**src/hdl/pgmc_pkg.sv**
```systemverilog
// Shared constants for the power-good and margin control shell
package pgmc_pkg;
  // ---------------------------------------------------------------
  // Clock and timing
  // ---------------------------------------------------------------
  localparam int unsigned REF_CLK_HZ        = 25_000_000;  // Control clock rate
  localparam int unsigned DELAY_BASE_US     = 200;         // Shortest deglitch delay
  localparam int unsigned DELAY_BASE_CYC    = (REF_CLK_HZ / 1_000_000) * DELAY_BASE_US;
  localparam int unsigned DROPOUT_CYCLES    = 16;          // Out-of-window switching cycles tolerated
  localparam int unsigned FIXED_SW_HZ       = 1_000_000;   // Internal fixed switching rate
  localparam int unsigned FIXED_HALF_CYC    = REF_CLK_HZ / FIXED_SW_HZ / 2;
  localparam int unsigned SLOW_REFRESH_HZ   = 1;           // Measurement refresh in standby
  localparam int unsigned SLOW_REFRESH_CYC  = REF_CLK_HZ / SLOW_REFRESH_HZ;
  localparam int unsigned FAST_REFRESH_HZ   = 25;          // Measurement refresh when running
  localparam int unsigned FAST_REFRESH_CYC  = REF_CLK_HZ / FAST_REFRESH_HZ;
  // ---------------------------------------------------------------
  // Margin format
  // ---------------------------------------------------------------
  localparam int unsigned MARGIN_W          = 16;          // Register width, 0.1 % per bit
  localparam logic signed [15:0] MARGIN_MAX = 16'sh00FA;   // +25.0 %
  localparam logic signed [15:0] MARGIN_MIN = -16'sh00FA;  // -25.0 %
  localparam logic [15:0] MARGIN_RESET      = 16'h0000;    // 0 % at power-up
  localparam logic [7:0]  WINDOW_DEFAULT    = 8'h64;       // +/-10.0 % in 0.1 % steps
  localparam int unsigned ADDR_LSB_W        = 3;           // Strap-derived address bits
  // ---------------------------------------------------------------
  // Enumerations
  // ---------------------------------------------------------------
  typedef enum logic [1:0] {
    MSRC_COMMAND = 2'b00,  // Pin floating
    MSRC_UPPER   = 2'b01,  // Pin high
    MSRC_LOWER   = 2'b10   // Pin low
  } margin_source_t;
  typedef enum logic [1:0] {
    OK_LOW  = 2'b00,  // Flag held low, waiting for window
    OK_WAIT = 2'b01,  // In window, deglitch running
    OK_HIGH = 2'b11   // Flag released
  } ok_state_t;
endpackage

```
**src/hdl/margin_regs.sv**
```systemverilog
// Margin register store: command, upper and lower words with write protect
`timescale 1ns/1ps
module margin_regs (
  // Clock and reset
  input  wire logic        ref_clk,
  input  wire logic        rst,
  // Write port
  input  wire logic        wr_en,
  input  wire logic [1:0]  wr_sel,
  input  wire logic [15:0] wr_data,
  input  wire logic        write_protect,
  // Read port
  input  wire logic [1:0]  rd_sel,
  output logic      [15:0] rd_data,
  // Live values
  output logic      [15:0] margin_setting_reg,
  output logic      [15:0] margin_upper_reg,
  output logic      [15:0] margin_lower_reg
);
  // ---------------------------------------------------------------
  // Clamp helper
  // ---------------------------------------------------------------
  // Holds any write inside the +/-25 % span
  function automatic logic [15:0] clamp(input logic signed [15:0] v);
    if (v > pgmc_pkg::MARGIN_MAX) begin
      clamp = pgmc_pkg::MARGIN_MAX;
    end else if (v < pgmc_pkg::MARGIN_MIN) begin
      clamp = pgmc_pkg::MARGIN_MIN;
    end else begin
      clamp = v;
    end
  endfunction

  // ---------------------------------------------------------------
  // Storage
  // ---------------------------------------------------------------
  // Writes dropped while protect is high
  always_ff @(posedge ref_clk) begin
    if (rst) begin
      margin_setting_reg <= pgmc_pkg::MARGIN_RESET; // RQ18
      margin_upper_reg   <= pgmc_pkg::MARGIN_RESET;
      margin_lower_reg   <= pgmc_pkg::MARGIN_RESET;
    end else if (wr_en && !write_protect) begin // RQ5
      case (wr_sel)
        2'h0: margin_setting_reg <= clamp(wr_data); // RQ17
        2'h1: margin_upper_reg   <= clamp(wr_data);
        2'h2: margin_lower_reg   <= clamp(wr_data);
        default: ;
      endcase
    end
  end

  // Registered read data
  always_ff @(posedge ref_clk) begin
    if (rst) begin
      rd_data <= 16'h0000;
    end else begin
      case (rd_sel)
        2'h0:    rd_data <= margin_setting_reg;
        2'h1:    rd_data <= margin_upper_reg;
        2'h2:    rd_data <= margin_lower_reg;
        default: rd_data <= 16'h0000;
      endcase
    end
  end
endmodule

```
**src/hdl/power_good_margin_control.sv**
```systemverilog
// Power-good supervisor, margin source select, run states and strap decode
`timescale 1ns/1ps
//
// Contract
// [RQ1] Flag low at start-up and out of window
// [RQ2] Release after in-window longer than delay
// [RQ3] Drop after more than 16 out cycles
// [RQ4] Delay is 200us times 2^N, N 0-5,7
// [RQ5] Write protect blocks margin register writes
// [RQ6] Floating select uses margin command register
// [RQ7] High select ramps to upper register
// [RQ8] Low select ramps to lower register
// [RQ9] Master run low shuts everything off
// [RQ10] Standby off stops regulator, refresh 1Hz
// [RQ11] Clock out is switching clock inverted
// [RQ12] Mode pin picks DCM, FCM or sync
// [RQ13] Frequency pin tied high uses 1MHz
// [RQ14] Negative sense tied high means slave
// [RQ15] Address low bits come from strap
// [RQ16] Threshold pin high gives +/-10% window
// [RQ17] Margin limited to +/-25 percent
// [RQ18] Margin two's complement 0.1%/bit, zero reset
// [RQ19] Counters restart when comparator changes
module power_good_margin_control (
  // Clock and reset
  input  wire logic        ref_clk,
  input  wire logic        rst,
  // Run pins (comparator levels, asynchronous)
  input  wire logic        master_run_input,
  input  wire logic        standby_run_input,
  // Power-good supervision
  input  wire logic        window_in,
  input  wire logic [2:0]  ok_delay_select,
  input  wire logic        ok_window_limit_tied,
  input  wire logic [7:0]  ok_window_limit,
  output logic             output_ok_flag_oe,
  output logic      [7:0]  window_limit,
  // Margin select pin states (asynchronous)
  input  wire logic        margin_pin_high,
  input  wire logic        margin_pin_low,
  input  wire logic        write_protect,
  // Margin register access from the serial interface
  input  wire logic        margin_wr_en,
  input  wire logic [1:0]  margin_wr_sel,
  input  wire logic [15:0] margin_wr_data,
  input  wire logic [1:0]  margin_rd_sel,
  output logic      [15:0] margin_rd_data,
  output logic      [15:0] margin_target,
  output logic      [1:0]  margin_source,
  // Clocking and mode pins (asynchronous)
  input  wire logic        sw_clk_in,
  input  wire logic        mode_sync_in,
  input  wire logic        freq_set_tied,
  input  wire logic        neg_sense_tied,
  output logic             antiphase_clock_out,
  output logic             sw_clk,
  output logic             discontinuous_mode,
  output logic             sync_locked,
  output logic             slave_phase,
  // Address strap
  input  wire logic [2:0]  address_strap_input,
  output logic      [2:0]  addr_lsbs,
  // Enables
  output logic             regulator_en,
  output logic             measure_en,
  output logic             serial_en,
  output logic             refresh_tick
);
  // ---------------------------------------------------------------
  // Input synchronisers
  // ---------------------------------------------------------------
  localparam int unsigned NSYNC = 14;
  logic [NSYNC-1:0] sync_a;  // First stage, read only by second
  logic [NSYNC-1:0] sync_b;  // Usable synchronised levels
  logic [NSYNC-1:0] raw_in;  // Gathered pin levels

  assign raw_in = {master_run_input, standby_run_input, window_in, margin_pin_high,
                   margin_pin_low, write_protect, sw_clk_in, mode_sync_in,
                   freq_set_tied, neg_sense_tied, ok_window_limit_tied, address_strap_input};

  // Two flops on every pin level
  always_ff @(posedge ref_clk) begin
    if (rst) begin
      sync_a <= '0;
      sync_b <= '0;
    end else begin
      sync_a <= raw_in;
      sync_b <= sync_a;
    end
  end

  logic s_run, s_stby, s_win, s_mhi, s_mlo, s_wp, s_swin, s_mode, s_fset, s_neg, s_lim;
  logic [2:0] s_addr;
  assign {s_run, s_stby, s_win, s_mhi, s_mlo, s_wp, s_swin, s_mode,
          s_fset, s_neg, s_lim, s_addr} = sync_b;

  // ---------------------------------------------------------------
  // Run states
  // ---------------------------------------------------------------
  logic active;  // Whole device running
  assign active = s_run; // RQ9

  // Registered enables from run pins
  always_ff @(posedge ref_clk) begin
    if (rst) begin
      regulator_en <= 1'b0;
      measure_en   <= 1'b0;
      serial_en    <= 1'b0;
    end else begin
      regulator_en <= active && s_stby; // RQ10
      measure_en   <= active; // RQ9
      serial_en    <= active; // RQ9
    end
  end

  // Measurement refresh pacing, slowed in standby
  logic [24:0] refresh_cnt;  // Refresh period counter
  logic [24:0] refresh_top;  // Current period end
  assign refresh_top = s_stby ? 25'(pgmc_pkg::FAST_REFRESH_CYC - 1)
                              : 25'(pgmc_pkg::SLOW_REFRESH_CYC - 1); // RQ10

  always_ff @(posedge ref_clk) begin
    if (rst || !active) begin
      refresh_cnt  <= '0;
      refresh_tick <= 1'b0;
    end else if (refresh_cnt >= refresh_top) begin
      refresh_cnt  <= '0;
      refresh_tick <= 1'b1;
    end else begin
      refresh_cnt  <= refresh_cnt + 25'h0000001;
      refresh_tick <= 1'b0;
    end
  end

  // ---------------------------------------------------------------
  // Switching clock: fixed, external or sync
  // ---------------------------------------------------------------
  logic [4:0] fix_cnt;   // Internal 1MHz divider
  logic       fix_clk;   // Internal fixed clock
  logic       mode_d;    // Previous mode level
  logic [7:0] quiet;     // Cycles since last mode edge
  logic       sw_d;      // Previous switching level

  // Divider for the fixed internal oscillator
  always_ff @(posedge ref_clk) begin
    if (rst || !active) begin
      fix_cnt <= '0;
      fix_clk <= 1'b0;
    end else if (fix_cnt == 5'(pgmc_pkg::FIXED_HALF_CYC - 1)) begin
      fix_cnt <= '0;
      fix_clk <= ~fix_clk; // RQ13
    end else begin
      fix_cnt <= fix_cnt + 5'h01;
    end
  end

  // Edge watch on the mode pin, a toggling pin means sync
  always_ff @(posedge ref_clk) begin
    if (rst) begin
      mode_d <= 1'b0;
      quiet  <= 8'hFF;
    end else begin
      mode_d <= s_mode;
      if (s_mode != mode_d) begin
        quiet <= 8'h00;
      end else if (quiet != 8'hFF) begin
        quiet <= quiet + 8'h01;
      end
    end
  end

  // Lock follows the external clock while it toggles; a static level picks the mode
  always_ff @(posedge ref_clk) begin
    if (rst) begin
      sync_locked        <= 1'b0;
      discontinuous_mode <= 1'b0;
      sw_clk             <= 1'b0;
      antiphase_clock_out <= 1'b1;
    end else begin
      sync_locked <= (quiet != 8'hFF); // RQ12
      if (quiet == 8'hFF) begin
        discontinuous_mode <= s_mode; // RQ12
      end
      if (!active) begin
        sw_clk <= 1'b0;
      end else if (quiet != 8'hFF) begin
        sw_clk <= s_mode; // RQ12
      end else if (s_fset) begin
        sw_clk <= fix_clk; // RQ13
      end else begin
        sw_clk <= s_swin;
      end
      antiphase_clock_out <= ~sw_clk_next(quiet, active, s_mode, s_fset, fix_clk, s_swin); // RQ11
    end
  end

  // Same selection as sw_clk, so the inverted copy lands in the same cycle
  function automatic logic sw_clk_next(input logic [7:0] q, input logic a, input logic m,
                                       input logic f, input logic fc, input logic s);
    if (!a) begin
      sw_clk_next = 1'b0;
    end else if (q != 8'hFF) begin
      sw_clk_next = m;
    end else if (f) begin
      sw_clk_next = fc;
    end else begin
      sw_clk_next = s;
    end
  endfunction

  // Rising switching edge marks one switching cycle
  always_ff @(posedge ref_clk) begin
    if (rst) begin
      sw_d <= 1'b0;
    end else begin
      sw_d <= sw_clk;
    end
  end
  logic sw_edge;
  assign sw_edge = sw_clk && !sw_d;

  // ---------------------------------------------------------------
  // Straps followed every cycle after reset release
  // ---------------------------------------------------------------
  always_ff @(posedge ref_clk) begin
    if (rst) begin
      addr_lsbs    <= '0;
      slave_phase  <= 1'b0;
      window_limit <= pgmc_pkg::WINDOW_DEFAULT;
    end else begin
      addr_lsbs    <= s_addr; // RQ15
      slave_phase  <= s_neg; // RQ14
      window_limit <= s_lim ? pgmc_pkg::WINDOW_DEFAULT : ok_window_limit; // RQ16
    end
  end

  // ---------------------------------------------------------------
  // Power-good supervisor
  // ---------------------------------------------------------------
  // Deglitch length: base times 2^N, code 6 maps to N = 7
  function automatic logic [31:0] delay_cycles(input logic [2:0] sel);
    logic [2:0] n;
    n = (sel == 3'h6 || sel == 3'h7) ? 3'h7 : sel;
    delay_cycles = 32'(pgmc_pkg::DELAY_BASE_CYC) << n; // RQ4
  endfunction

  pgmc_pkg::ok_state_t ok_state;  // Supervisor state
  logic [31:0] in_cnt;            // Continuous in-window cycles
  logic [4:0]  out_cnt;           // Continuous out-of-window switching cycles
  logic        win_d;             // Previous comparator level

  always_ff @(posedge ref_clk) begin
    if (rst) begin
      win_d <= 1'b0;
    end else begin
      win_d <= s_win;
    end
  end

  // Counters restart on any comparator change
  always_ff @(posedge ref_clk) begin
    if (rst || !active || s_win != win_d) begin // RQ19
      in_cnt  <= '0;
      out_cnt <= '0;
    end else if (s_win) begin
      if (in_cnt != 32'hFFFFFFFF) begin
        in_cnt <= in_cnt + 32'h00000001;
      end
    end else if (sw_edge && out_cnt != 5'h1F) begin
      out_cnt <= out_cnt + 5'h01;
    end
  end

  // Flag state: hold low, deglitch, released
  always_ff @(posedge ref_clk) begin
    if (rst || !active) begin
      ok_state <= pgmc_pkg::OK_LOW; // RQ1
    end else begin
      case (ok_state)
        pgmc_pkg::OK_LOW:  if (s_win) ok_state <= pgmc_pkg::OK_WAIT;
        pgmc_pkg::OK_WAIT: begin
          if (!s_win) begin
            ok_state <= pgmc_pkg::OK_LOW; // RQ1
          end else if (in_cnt > delay_cycles(ok_delay_select)) begin
            ok_state <= pgmc_pkg::OK_HIGH; // RQ2
          end
        end
        pgmc_pkg::OK_HIGH: begin
          if (!s_win && out_cnt > 5'(pgmc_pkg::DROPOUT_CYCLES)) begin
            ok_state <= pgmc_pkg::OK_LOW; // RQ3
          end
        end
        default: ok_state <= pgmc_pkg::OK_LOW;
      endcase
    end
  end

  // Open drain pull-down enabled while not released
  assign output_ok_flag_oe = (ok_state != pgmc_pkg::OK_HIGH); // RQ1

  // ---------------------------------------------------------------
  // Margin registers and source selection
  // ---------------------------------------------------------------
  logic [15:0] m_cmd, m_up, m_lo;  // Live register values

  margin_regs u_regs (
    .ref_clk            (ref_clk),
    .rst                (rst),
    .wr_en              (margin_wr_en && serial_en),
    .wr_sel             (margin_wr_sel),
    .wr_data            (margin_wr_data),
    .write_protect      (s_wp),
    .rd_sel             (margin_rd_sel),
    .rd_data            (margin_rd_data),
    .margin_setting_reg (m_cmd),
    .margin_upper_reg   (m_up),
    .margin_lower_reg   (m_lo)
  );

  // Pin high wins over pin low if both report at once
  always_ff @(posedge ref_clk) begin
    if (rst) begin
      margin_source <= pgmc_pkg::MSRC_COMMAND;
      margin_target <= pgmc_pkg::MARGIN_RESET;
    end else if (s_mhi) begin
      margin_source <= pgmc_pkg::MSRC_UPPER;
      margin_target <= m_up; // RQ7
    end else if (s_mlo) begin
      margin_source <= pgmc_pkg::MSRC_LOWER;
      margin_target <= m_lo; // RQ8
    end else begin
      margin_source <= pgmc_pkg::MSRC_COMMAND;
      margin_target <= m_cmd; // RQ6
    end
  end
endmodule

```
**config.mk**
```make
export PLATFORM = sky130hd
export DESIGN_NAME = power_good_margin_control
export DESIGN_NICKNAME = d
export VERILOG_FILES = /design/src/hdl/pgmc_pkg.sv /design/src/hdl/margin_regs.sv /design/src/hdl/power_good_margin_control.sv
export SDC_FILE = /design/constraint.sdc
export NUM_CORES = 1
export LEC_CHECK = 0
export BUFFER_PORTS_ARGS = -buffer_cell sky130_fd_sc_hd__buf_4
export CORE_AREA = 3 3 143 158
export CTS_CLUSTER_DIAMETER = 60
export DETAILED_ROUTE_END_ITERATION = 7
export DIE_AREA = 0 0 146 161
export GPL_TIMING_DRIVEN = 0
export HOLD_SLACK_MARGIN = 0.02
export SETUP_SLACK_MARGIN = 0.02
export SLEW_MARGIN = 20
export SYNTH_ARGS = -nofsm -noshare
export SYNTH_HDL_FRONTEND = slang
export SYNTH_SLANG_ARGS = --single-unit
```
**constraint.sdc**
```tcl
create_clock -name ref_clk -period 3.37 [get_ports ref_clk]
set_clock_uncertainty 0.15 [all_clocks]
set_input_delay 0.5055 -clock ref_clk [delete_from_list [all_inputs] [get_ports ref_clk]]
set_output_delay 0.5055 -clock ref_clk [all_outputs]
set_load 0.01 [all_outputs]
```
==> flow_summary.ini <==
[clocking]
insertion_delay_ns = 0.50
cts_max_level = 1
cts.sinks = 210
cts_buffer_depth = 3
cts_resized = 0
postCtsSetupBuffers = 0
numCtsBuffers = 23
path_clk_slew_ns = 0.06
root_buffer = clkbuf_16
cts_tree = yes

[yosys]
async_flop_share = 0
synth_top_cell_by_area = dfxtp_1
ys_ff_latch = 210
syn_area_um2 = 9440
yosysSeqAreaShare = 0.4453
synth_cells = 1058
syn_nets = 1144
synth_area_leaders = dfxtp_1 (45%), nor2_1 (7.0%), ha_1 (5.0%)
postSynthAreaPerCell_um2 = 8.923
synth_edf_count = 0
synth_cell_types = 71
synthFlopType = dfxtp_1
yosys.area.top_type_share = 0.4453
yosysWarnings = 0

[min_path]
hold_path_depth = 2
hold_end = window_limit[1]
hold_path_class = input port to register
hp-start = ok_window_limit[1]

[grt]
grt_max_degree = 14
grt_antenna_before_repair = 0
grt_pass1_vias = 7676
grt_pass1_wl_mm = 39.23
grt_remaining_overflow = 0
gr-usage-all-layers = 0.1991

[timing]
max_slew_margin = 0.2871
hold_violations = 0
grt_setup_unrepaired = false
post-route-min-period_ns = 2.731
finalCritPeriodShare = 0.8104
tns_ns = 0
drv_slew = 0
worst_slew_pin_slew_ns = 1.061
finalSetupViolCount = 0
fmax_mhz = 366.2

[die]
fp-row-count = 56
die-area_um2 = 23510
die_x_um = 146
coreArea_um2 = 21230
die_y_um = 161
start_util = 0.4447
ios = 103

[worst_setup_path]
criticalPathCategory = input port to register
worst-r2r-cell-count = 8
critPathLaunch = ok_delay_select[1]
cp.arrival_ns = 2.98
critPathRequiredTime_ns = 3.62
endpoint_kind = register
r2r-start = sync_b[12]
reg2reg_slack_ns = 0.87
rr_endpoint = refresh_cnt[16]
worstPathMaxFanout = 10
critPathLaunchType = input port

[routing]
wl_mm = 23.69
drt_iter0_markers = 331
via_count = 7852
wl_per_cell_um = 15.92
route.detailed.drc = 0
avgViaCountPerCell = 5.277
final_antenna_net_count = 0
dr.pass1.iters = 5

[power_and_ir_drop]
combPwrFrac = 0.079
clockPowerShare = 0.465
switching_power_mw = 1.318
p_int_mw = 4.394
finalPower_mw = 5.711
p_leak_nw = 4.437
seqPwrFrac = 0.456
powerDensity_nw_per_um2 = 502.6
ir_drop_mv = 0.3628
p_sw_frac = 0.2307

[layout]
top_register = in_cnt
diodes = 0
largest_reg_flops = 32
drive_gt1_frac = 0.1619
final_area_um2 = 11360
final_nets = 1269
top_regs = in_cnt (32), refresh_cnt (25)
area_growth_pct = 20.37

[place]
hpwl_mm = 17.17
io_buffers = 97
post_dp_cell_area_um2 = 10530
gp_congestion = 0.8169

[outcome]
status = complete, no violations

[job]
max_cap_viol_count = 0
power groups by stage:
| stage | Sequential [mW] | Clock, mW | Combinational (mW) |
|---|---|---|---|
| 2_1_floorplan | 2.65 | 0 | 0.293 |
| 3_3_place_gp | 2.66 | 0 | 0.444 |
| 3_5_place_dp | 2.66 | 0 | 0.452 |
| 4_1_cts | 2.60 | 2.70 | 0.458 |
| 5_1_grt | 2.61 | 2.80 | 0.508 |
| 6_report | 2.60 | 2.65 | 0.453 |
per-layer routing:
layer,GRT usage,vias up,part of all wire
met2,0.3592,155,0.49
li1,-,3961,-
met4,0.04790,0,0.016
met1,0.2540,3705,0.45
met5,0,-,0
met3,0.02581,31,0.043
worst max path at each step:
| stage | to | slack [ns] | cells after the start |
|---|---|---|---|
| finish | ok_state[1] | 0.64 | 11 |
| CTS | ok_state[1] | 0.59 | 11 |
| global placement | ok_state[1] | 0.14 | 11 |
| detailed placement | ok_state[1] | 0.06 | 10 |
| global route | ok_state[1] | 0.46 | 10 |
| floorplan | ok_state[1] | 0.54 | 9 |
through the flow:
| step | util | cells | worst slack [ns] | hold WS, ns |
|---|---|---|---|---|
| finish | 0.5352 | 1488 | 0.6391 | 0.04623 |
| global route | 0.5352 | 1488 | 0.4638 | 0.03433 |
| CTS | 0.5352 | 1488 | 0.5943 | 0.02902 |
| detailed placement | 0.4961 | 1445 | 0.05930 | 0.2720 |
| global placement | 0.4961 | 1445 | 0.1383 | 0.2668 |
| floorplan | - | 1058 | 0.5404 | 0.2638 |
critical path, stage by stage:
cell,delay (ns)
buf_4,0.09
clkbuf_1,0.30
a21oi_1,0.15
inv_1,0.11
ha_1,0.18
mux2i_1,0.09
ha_1,0.32
nand4_1,0.13
or4_1,0.56
nor4_1,0.32
and4b_1,0.23
cell families after synthesis:
kind of cell | share of synthesized area
adder cells (fa/ha/maj) | 0.05036
buffers and inverters | 0.03685
XOR/XNOR | 0.04732
AND/OR/NAND/NOR | 0.2505
AO/OA/AOI/OAI | 0.1283
multiplexers | 0.04135
flip-flops | 0.4453
area by class of cell:
class,count,area (um2)
timing repair buffer,100,758.2
multi-input combinational,768,4888
sequential,210,4204
tap,290,362.8
buffer,63,284.0
clock inverter,12,167.7
clock buffer,28,634.4
inverter,17,63.81
fill,2052,9867
Yosys cell counts (all sizes together), types with 6 or more instances:
| master | count |
|---|---|
| o21ai | 38 |
| nor2b | 39 |
| a21oi | 79 |
| and2 | 14 |
| or4 | 6 |
| inv | 16 |
| clkbuf | 46 |
| nand3 | 35 |
| ha | 38 |
| buf | 16 |
| xnor2 | 31 |
| a22oi | 27 |
| dfxtp | 210 |
| and4 | 6 |
| nand2 | 48 |
| and3 | 13 |
| or3 | 16 |
| nand4 | 21 |
| nor2 | 176 |
| a31oi | 7 |
| nor3 | 39 |
| o31ai | 8 |
| xor2 | 20 |
| mux2i | 39 |
| nor4 | 16 |
cells in the final DEF (no fill, tap or decap), types with 4 or more instances in the layout:
cell and n:
nor4_1 15, clkbuf_8 4, nand3_1 33, buf_1 4, ha_1 38, buf_4 98, buf_6 4, buf_2 7
a31oi_1 7, nor2_1 176, a22oi_1 27, xnor2_1 31, nand4_1 19, xor2_1 20, inv_1 16, dfxtp_1 210
nor3_1 20, and3_1 9, o21ai_1 5, bufinv_16 4, nor2b_1 39, o21ai_0 33, clkbuf_16 23, nand2_1 47
or4_1 5, clkinv_2 6, nor3b_1 4, a211o_1 4, nor3_2 19, or3_1 16, and2_1 12, a21boi_0 5
mux2i_1 39, a211oi_1 4, clkbuf_1 47, a21oi_1 78, o31ai_1 6
timing repair:
action                                  in CTS  in global routing
endpoints found under the setup margin       0                  0
endpoints found under the hold margin        3                  0
hold buffers                                 3                  0
No activity file was read; power rests on OpenSTA's default activity.
